### src/rtl/charger_status_defines.vh
// constants for the charger status and control pin logic
`ifndef CHARGER_STATUS_DEFINES_VH
`define CHARGER_STATUS_DEFINES_VH

`define CLK_MHZ            250
`define BLINK_HZ           1
`define BLINK_HALF_CYCLES  ((`CLK_MHZ * 1000000) / (2 * `BLINK_HZ))
`define SHIP_EXIT_MS       10
`define SHIP_EXIT_CYCLES   (`SHIP_EXIT_MS * `CLK_MHZ * 1000)
`define SYS_RESET_S        10
`define SYS_RESET_CYCLES   (`SYS_RESET_S * `CLK_MHZ * 32'd1000000)
`define UNLOCK_KEY         2'h3
`define PROT_RESET         2'h0

`define PH_NONE            3'h0
`define PH_TRICKLE         3'h1
`define PH_PRECHG          3'h2
`define PH_FAST            3'h3
`define PH_TOPOFF          3'h4
`define PH_DONE            3'h5
`define PH_FAULT           3'h6

`define CFG_SS_EN          0
`define CFG_SS_PAT         1
`define CFG_AUX_USAGE      2
`define CFG_AUX_EXT        3
`define CFG_FSHIP          4
`define CFG_QRST           5
`define CFG_W              6
`define CFG_RESET          6'h00

`endif

### src/rtl/charger_status_pin_logic.v
// status pins, ship-control input and locked configuration of a battery charger
//
// Behaviour
// - charge status blinks 1Hz 50% during trickle, precharge and fast charge
// - charge status open-drain low in top-off/done, released on no input or fault
// - input good low when input valid and buck is switching
// - input good also low while reverse boost is enabled
// - fault usage: aux released, driven low on timer, thermal or rail fault
// - detection usage: aux low, after detection low for DCP, released otherwise
// - a setting selects aux usage: fault or detection done
// - a setting selects aux source: state machine or external controller
// - ship-control input active high, action depends on ship, switch, input state
// - in factory ship mode a 10ms hold exits ship mode
// - out of ship mode, reset sel 0, no input: 10s hold enters system reset
// - releasing the input after system reset turns battery switch back on
// - charging with valid input, out of ship mode, reset sel 0: high input stops charging, switch off
// - factory ship bit enters ship mode when set, leaves it when cleared
// - spread-spectrum enable bit turns modulation on or off
// - configuration writes take effect only after unlock key 0x3
// - pattern bit selects pseudo-random or triangular modulation
`timescale 1ns/100ps
`include "charger_status_defines.vh"

module charger_status_pin_logic (
	input  wire        CLK,
	input  wire        RESET_N,
	input  wire [2:0]  CHARGE_PHASE,
	input  wire        INPUT_VALID,
	input  wire        BUCK_SWITCHING,
	input  wire        REVERSE_BOOST_EN,
	input  wire        TIMER_FAULT,
	input  wire        THERMAL_SHUTDOWN,
	input  wire        SYS_RAIL_FAULT,
	input  wire        DETECT_DONE,
	input  wire        DETECT_DCP,
	input  wire        MCU_AUX_LOW,
	input  wire        EXT_SHIP_CTRL,
	input  wire        PROT_WRITE,
	input  wire [1:0]  PROT_DATA,
	input  wire        CFG_WRITE,
	input  wire [5:0]  CFG_DATA,
	output reg         CHARGE_STATUS_N_OUT,
	output reg         CHARGE_STATUS_N_OE,
	output reg         INPUT_GOOD_N_OUT,
	output reg         INPUT_GOOD_N_OE,
	output reg         AUX_STATUS_N_OUT,
	output reg         AUX_STATUS_N_OE,
	output reg         SHIP_MODE,
	output reg         SYSTEM_RESET,
	output reg         BATT_SYS_SWITCH,
	output reg         CHARGE_STOP,
	output reg         SS_ENABLE,
	output reg         SS_PATTERN_TRI,
	output reg         UNLOCKED,
	output reg  [5:0]  CFG_READBACK
);

	reg        ship_meta;
	reg        ship_sync;
	reg [1:0]  prot;
	reg [5:0]  cfg;
	reg [27:0] blink_cnt;
	reg        blink;
	reg [31:0] hold_cnt;
	reg        fship_last;
	reg        rst_mode;
	reg        aux_fault;

	reg [1:0]  next_prot;
	reg [5:0]  next_cfg;
	reg [27:0] next_blink_cnt;
	reg        next_blink;
	reg [31:0] next_hold_cnt;
	reg        next_ship_mode;
	reg        next_rst_mode;
	reg        next_system_reset;
	reg        next_batt_switch;
	reg        next_charge_stop;
	reg        next_aux_fault;
	reg        next_charge_oe;
	reg        next_good_oe;
	reg        next_aux_oe;
	reg        next_ss_enable;
	reg        next_ss_pattern;
	reg        next_unlocked;
	reg [5:0]  next_readback;

	wire       unlocked;
	wire       charging;
	wire       solid;
	wire       fault_evt;
	wire       exit_hit;
	wire       reset_hit;
	wire       press_stop;

	assign unlocked  = (prot == `UNLOCK_KEY);
	assign charging  = (CHARGE_PHASE == `PH_TRICKLE) ||
		(CHARGE_PHASE == `PH_PRECHG) ||
		(CHARGE_PHASE == `PH_FAST);
	assign solid     = (CHARGE_PHASE == `PH_TOPOFF) || (CHARGE_PHASE == `PH_DONE);
	assign fault_evt = TIMER_FAULT || THERMAL_SHUTDOWN || SYS_RAIL_FAULT;
	assign exit_hit  = (hold_cnt == `SHIP_EXIT_CYCLES - 1);
	assign reset_hit = (hold_cnt == `SYS_RESET_CYCLES - 1);
	// a press while charging from a valid input pauses charge and opens the switch
	assign press_stop = !SHIP_MODE && !cfg[`CFG_QRST] && INPUT_VALID && charging && ship_sync;

	// the ship pin comes from a pushbutton, so it is synchronised first
	always @(posedge CLK) begin
		if (!RESET_N) begin
			ship_meta <= 1'b0;
			ship_sync <= 1'b0;
		end else begin
			ship_meta <= EXT_SHIP_CTRL;
			ship_sync <= ship_meta;
		end
	end

	// key must be loaded first; configuration writes are dropped while locked
	always @* begin
		next_prot = prot;
		next_cfg  = cfg;
		if (PROT_WRITE) begin
			next_prot = PROT_DATA;
		end
		if (CFG_WRITE && unlocked) begin
			next_cfg = CFG_DATA;
		end
	end

	always @(posedge CLK) begin
		if (!RESET_N) begin
			prot <= `PROT_RESET;
			cfg  <= `CFG_RESET;
		end else begin
			prot <= next_prot;
			cfg  <= next_cfg;
		end
	end

	// half-period divider from the system clock gives the 1Hz blink;
	// it restarts on each charge entry, so the first half is always released
	always @* begin
		next_blink_cnt = blink_cnt + 28'h0000001;
		next_blink     = blink;
		if (!charging) begin
			next_blink_cnt = 28'h0000000;
			next_blink     = 1'b1;
		end else if (blink_cnt == `BLINK_HALF_CYCLES - 1) begin
			next_blink_cnt = 28'h0000000;
			next_blink     = ~blink;
		end
	end

	always @(posedge CLK) begin
		if (!RESET_N) begin
			blink_cnt <= 28'h0000000;
			blink     <= 1'b1;
		end else begin
			blink_cnt <= next_blink_cnt;
			blink     <= next_blink;
		end
	end

	// hold time counter saturates, so each threshold fires once per press
	always @* begin
		next_hold_cnt = hold_cnt;
		if (!ship_sync) begin
			next_hold_cnt = 32'h00000000;
		end else if (hold_cnt != 32'hffffffff) begin
			next_hold_cnt = hold_cnt + 32'h00000001;
		end
	end

	always @(posedge CLK) begin
		if (!RESET_N) begin
			hold_cnt <= 32'h00000000;
		end else begin
			hold_cnt <= next_hold_cnt;
		end
	end

	// ship mode follows the configuration bit on each change; a press may leave it,
	// and it stays left until the bit changes value again
	always @* begin
		next_ship_mode    = SHIP_MODE;
		next_rst_mode     = rst_mode;
		next_system_reset = rst_mode;
		next_charge_stop  = press_stop;
		next_batt_switch  = 1'b1;
		if (cfg[`CFG_FSHIP] != fship_last) begin
			next_ship_mode = cfg[`CFG_FSHIP];
		end else if (SHIP_MODE && ship_sync && exit_hit) begin
			next_ship_mode = 1'b0;
		end
		// reset mode waits for release so the rail does not return mid-press
		if (!SHIP_MODE && !cfg[`CFG_QRST] && !INPUT_VALID && ship_sync && reset_hit) begin
			next_rst_mode = 1'b1;
		end else if (rst_mode && !ship_sync) begin
			next_rst_mode = 1'b0;
		end
		if (SHIP_MODE || rst_mode || press_stop) begin
			next_batt_switch = 1'b0;
		end
	end

	always @(posedge CLK) begin
		if (!RESET_N) begin
			SHIP_MODE       <= 1'b0;
			fship_last      <= 1'b0;
			rst_mode        <= 1'b0;
			SYSTEM_RESET    <= 1'b0;
			BATT_SYS_SWITCH <= 1'b1;
			CHARGE_STOP     <= 1'b0;
		end else begin
			SHIP_MODE       <= next_ship_mode;
			fship_last      <= cfg[`CFG_FSHIP];
			rst_mode        <= next_rst_mode;
			SYSTEM_RESET    <= next_system_reset;
			BATT_SYS_SWITCH <= next_batt_switch;
			CHARGE_STOP     <= next_charge_stop;
		end
	end

	// fault indication latches; a fault in the same cycle as a clear wins,
	// but while detection is shown the latch clears again in the first cycle without a fault
	always @* begin
		next_aux_fault = aux_fault;
		if (fault_evt) begin
			next_aux_fault = 1'b1;
		end else if (cfg[`CFG_AUX_USAGE]) begin
			next_aux_fault = 1'b0;
		end
	end

	always @(posedge CLK) begin
		if (!RESET_N) begin
			aux_fault <= 1'b0;
		end else begin
			aux_fault <= next_aux_fault;
		end
	end

	// pin enables are decided here and registered below
	always @* begin
		if (charging) begin
			next_charge_oe = ~blink;
		end else begin
			next_charge_oe = solid;
		end
		next_good_oe = (INPUT_VALID && BUCK_SWITCHING) ||
			REVERSE_BOOST_EN;
		if (cfg[`CFG_AUX_EXT]) begin
			next_aux_oe = MCU_AUX_LOW;
		end else if (cfg[`CFG_AUX_USAGE]) begin
			next_aux_oe = !DETECT_DONE || DETECT_DCP;
		end else begin
			next_aux_oe = aux_fault || fault_evt;
		end
	end

	// settings are mirrored a cycle later so every output leaves a flip-flop
	always @* begin
		next_ss_enable  = cfg[`CFG_SS_EN];
		next_ss_pattern = cfg[`CFG_SS_PAT];
		next_unlocked   = unlocked;
		next_readback   = cfg;
	end

	always @(posedge CLK) begin
		if (!RESET_N) begin
			CHARGE_STATUS_N_OE <= 1'b0;
			INPUT_GOOD_N_OE    <= 1'b0;
			AUX_STATUS_N_OE    <= 1'b0;
			SS_ENABLE          <= 1'b0;
			SS_PATTERN_TRI     <= 1'b0;
			UNLOCKED           <= 1'b0;
			CFG_READBACK       <= `CFG_RESET;
		end else begin
			CHARGE_STATUS_N_OE <= next_charge_oe;
			INPUT_GOOD_N_OE    <= next_good_oe;
			AUX_STATUS_N_OE    <= next_aux_oe;
			SS_ENABLE          <= next_ss_enable;
			SS_PATTERN_TRI     <= next_ss_pattern;
			UNLOCKED           <= next_unlocked;
			CFG_READBACK       <= next_readback;
		end
	end

	// open-drain pins only ever drive low; the enables carry the state
	always @(posedge CLK) begin
		if (!RESET_N) begin
			CHARGE_STATUS_N_OUT <= 1'b0;
			INPUT_GOOD_N_OUT    <= 1'b0;
			AUX_STATUS_N_OUT    <= 1'b0;
		end else begin
			CHARGE_STATUS_N_OUT <= 1'b0;
			INPUT_GOOD_N_OUT    <= 1'b0;
			AUX_STATUS_N_OUT    <= 1'b0;
		end
	end

endmodule
### config.mk
export PLATFORM = sky130hd
export DESIGN_NAME = charger_status_pin_logic
export DESIGN_NICKNAME = d
export VERILOG_FILES = /design/src/rtl/charger_status_pin_logic.v
export VERILOG_INCLUDE_DIRS = /design/src /design/src/rtl
export SDC_FILE = /design/constraint.sdc
export NUM_CORES = 1
export LEC_CHECK = 0
export BUFFER_PORTS_ARGS = -buffer_cell sky130_fd_sc_hd__buf_2
export CORE_MARGIN = 3
export CORE_UTILIZATION = 62
export CTS_CLUSTER_DIAMETER = 150
export DETAILED_ROUTE_END_ITERATION = 6
export GPL_ROUTABILITY_DRIVEN = 0
export PLACE_DENSITY = 0.91
export SETUP_SLACK_MARGIN = 0.3
export SYNTH_ARGS = -nofsm -noshare
export SYNTH_HDL_FRONTEND = slang
export SYNTH_SLANG_ARGS = --single-unit
export TNS_END_PERCENT = 1
### constraint.sdc
create_clock -name CLK -period 3.2 [get_ports CLK]
set_input_delay 0.64 -clock CLK [delete_from_list [all_inputs] [get_ports CLK]]
set_output_delay 0.64 -clock CLK [all_outputs]
set_load 0.02 [all_outputs]
==> run_results.csv <==
group,metric,value,unit
setup_path,r2r-end,"hold_cnt[21]",
drt,drc_errors,0,
setup_path,crit_path_start_kind,"register",
synthesis,netlist_area,3960,um2
clock_network,cts_hold_buf,0,
finish,final_util,0.721,
timing,period_share,0.739,
placed_design,io_buffers,40,
grt,overflow,0,
clock_network,cts_sinks,87,
synthesis,synth-edff-count,0,
finish,area_delta_synth_final,10.5,%
setup_path,path_class,"register to register",
floorplanning,ioPinCount,44,
timing,setup_viol,0,
setup_path,critPathMaxFanout,10,
grt,antenna_found_initial,0,
floorplanning,die_w,85.9,um
clock_network,cts-root-buf,"clkbuf_8",
setup_path,cpMaxStageDelayCell,"or4_1",
drt,wire_per_inst,15.3,um
drt,first_pass_iters,6,
clock_network,cts_buffers,9,
drt,drt-initial-drc-count,264,
power,p_int,0.00150,W
clock_network,cts_tree,"done",
drt,viasPerCell,6.06,
timing,tns,0,ps
synthesis,synthTopCellsByArea,"dfxtp_1 (44%), xor2_1 (4.9%), nor2_1 (4.7%)",
finish,layout_common_cells,"dfxtp_1 (87), nor2_1 (50), buf_2 (40), nand2_1 (32), nand3_1 (24)",
flow_run,drv_cap,0,
outcome,status,"complete, no violations",
setup_path,cp-endpoint,"hold_cnt[21]",
clock_network,cts_buffer_depth,2,
synthesis,yosysWarningCount,0,
finish,final_common_cell,"dfxtp_1",
clock_network,htree_levels,3,
timing,worst_slew_pin_slew,914,ps
clock_network,clk_pin_slew,90,ps
power,p_sw_frac,0.233,
power,pwr-share-clk,0.411,
timing,slew_violations,0,
grt,grt_start_max_net_pins,29,
setup_path,required,3470,ps
power,switchingPower,0.000457,W
synthesis,ys.flop_type,"dfxtp_1",
drt,antenna_left,0,
power,comb_power_share,0.030,
setup_path,worstSetupStartpoint,"hold_cnt[0]",
synthesis,ys_types,49,
synthesis,yosys.area.top_type_share,0.440,
finish,num_antenna_cells,0,
setup_path,ff2ff_path_depth,6,
synthesis,synthArstFlopShare,0,
setup_path,r2r-start,"hold_cnt[0]",
placed_design,dpl.hpwl,5.78,mm
power,pwr-share-seq,0.559,
setup_path,crit_chain,"ha_1, nand3_1, or4_1, nor2_2, nor4_1, o21a_1",
power,p_per_area,448,nW/um2
timing,fin_skew,10.6,ps
clock_network,cts_resized,0,
timing,max_freq,423,MHz
timing,relSlewSlack,0.386,
timing,rsz0062_at_grt,"no",
floorplanning,start_util,0.653,
timing,hold_ws,457,ps
clock_network,post-cts-setup-buffers,0,
finish,drive_above_1_share,0.148,
power,max-vdd-ir-drop,0.000413,V
grt,grt_pass1_wl,14.4,mm
drt,drt_wl_total,8.60,mm
synthesis,yosysSeqAreaShare,0.440,
setup_path,critical-path-max-stage-delay,670,ps
grt,grt_pass1_vias,3148,
synthesis,synthCells,446,
timing,min_period,2370,ps
floorplanning,dieArea,7370,um2
floorplanning,die_y,85.9,um
setup_path,crit_path_end_kind,"register",
setup_path,rrSetupSlack,830,ps
finish,nNetsFinal,509,
drt,num_vias,3401,
grt,grt_use_total,0.243,
synthesis,synth_area_leader_cell,"dfxtp_1",
hold_path,hold_class,"register to register",
setup_path,cp.arrival,2640,ps
synthesis,syn_area_per_cell,8.87,um2
floorplanning,core,6060,um2
synthesis,yosys_register_bits,87,
timing,final-hold-violation-count,0,
power,p_leak,1.60,nW
floorplanning,num_rows,28,
clock_network,clock_latency,370,ps
[cells in the mapped netlist (2+ instances only)]
master	number
or2_2	2
nor2b_1	12
o21ai_0	15
and4_1	5
nor4b_1	5
nor3_1	9
nor4_4	2
nor4_1	8
o21a_1	4
a31oi_1	3
nand3_1	24
buf_2	5
and3_1	15
nand2b_1	3
buf_4	6
xor2_1	22
nor2_1	50
o31ai_1	4
and2_1	11
dfxtp_1	87
ha_1	3
nand4b_1	2
xnor2_1	13
nand4_1	15
clkbuf_1	8
a21oi_1	20
or4_1	10
or3_1	13
inv_1	8
mux2i_1	9
o211ai_1	4
nand2_1	32
[cell families (layout without fill, tap and decap cells)]
group,Yosys count,in the layout,share of synthesized area
buf+inv,29,67,0.0367
xor+xnor,35,35,0.0775
mux,9,9,0.0228
fa+ha+maj,3,3,0.00949
simple gates,227,227,0.326
flops,87,87,0.440
compound gates,55,55,0.0857
other cells,1,3,0.000948
[metrics by stage]
stage               total power (W)  instance area [um2]  cells  worst slack (ps)
finish                      0.00196                 4370    561               835
global route                0.00201                 4370    561               710
CTS                         0.00196                 4370    561               883
detailed placement          0.00118                 4160    545               887
global placement            0.00118                 4160    545               999
floorplan                   0.00116                 3960    448              1180
[cell type report]
type	count	area, um2
fillers	443	1690
multi-input cells	332	2080
well taps	75	93.8
inverters	8	30.0
repair buffers	43	223
clock buffers	10	138
clock inverters	6	68.8
flip-flops and latches	87	1740
[layer usage]
layer,global-route usage,share of wire,vias to the layer above
li1,-,-,1648
met1,0.292,0.40,1619
met2,0.415,0.53,116
met3,0.0605,0.057,18
met4,0.0950,0.014,0
met5,0,0,-
[worst min-delay path by stage]
stage                  from           end  slack [ps]  cells past startpoint
6_report       blink_cnt[0]  blink_cnt[0]         460                      1
5_1_grt        blink_cnt[0]  blink_cnt[0]         490                      1
4_1_cts        blink_cnt[0]  blink_cnt[0]         460                      1
3_3_place_gp      ship_meta     ship_sync         420                      1
3_5_place_dp   blink_cnt[0]  blink_cnt[0]         440                      1
2_1_floorplan     ship_meta     ship_sync         410                      1
[registers in the layout, summed over array words and instances, names as in the netlist]
| signal | cells |
|---|---|
| SYSTEM_RESET | 1 |
| ship_sync | 1 |
| ship_meta | 1 |
| CFG_READBACK | 6 |
| CHARGE_STOP | 1 |
| blink | 1 |
| UNLOCKED | 1 |
| BATT_SYS_SWITCH | 1 |
| aux_fault | 1 |
| INPUT_GOOD_N_OE | 1 |
| hold_cnt | 32 |
| SHIP_MODE | 1 |
| prot | 2 |
| next_system_reset | 1 |
| CHARGE_STATUS_N_OE | 1 |
| blink_cnt | 28 |
| cfg | 6 |
| AUX_STATUS_N_OE | 1 |
[worst max-delay path, delay by kind of cell, from the launching register on]
family / cells / cell delay (ps)
adders and majority gates: 1 / 420
AOI/OAI and AO/OA: 1 / 170
and+or+nand+nor: 4 / 1290
DFF: 1 / 390
[power groups by stage]
stage	Combinational [W]	Clock [W]	Sequential, W
after global placement	0.0000556	0	0.00112
after floorplan	0.0000320	0	0.00112
after CTS	0.0000583	0.000806	0.00109
final	0.0000581	0.000805	0.00109
after detailed placement	0.0000579	0	0.00112
after global routing	0.0000648	0.000851	0.00110
(Power assumes the default switching activity.)
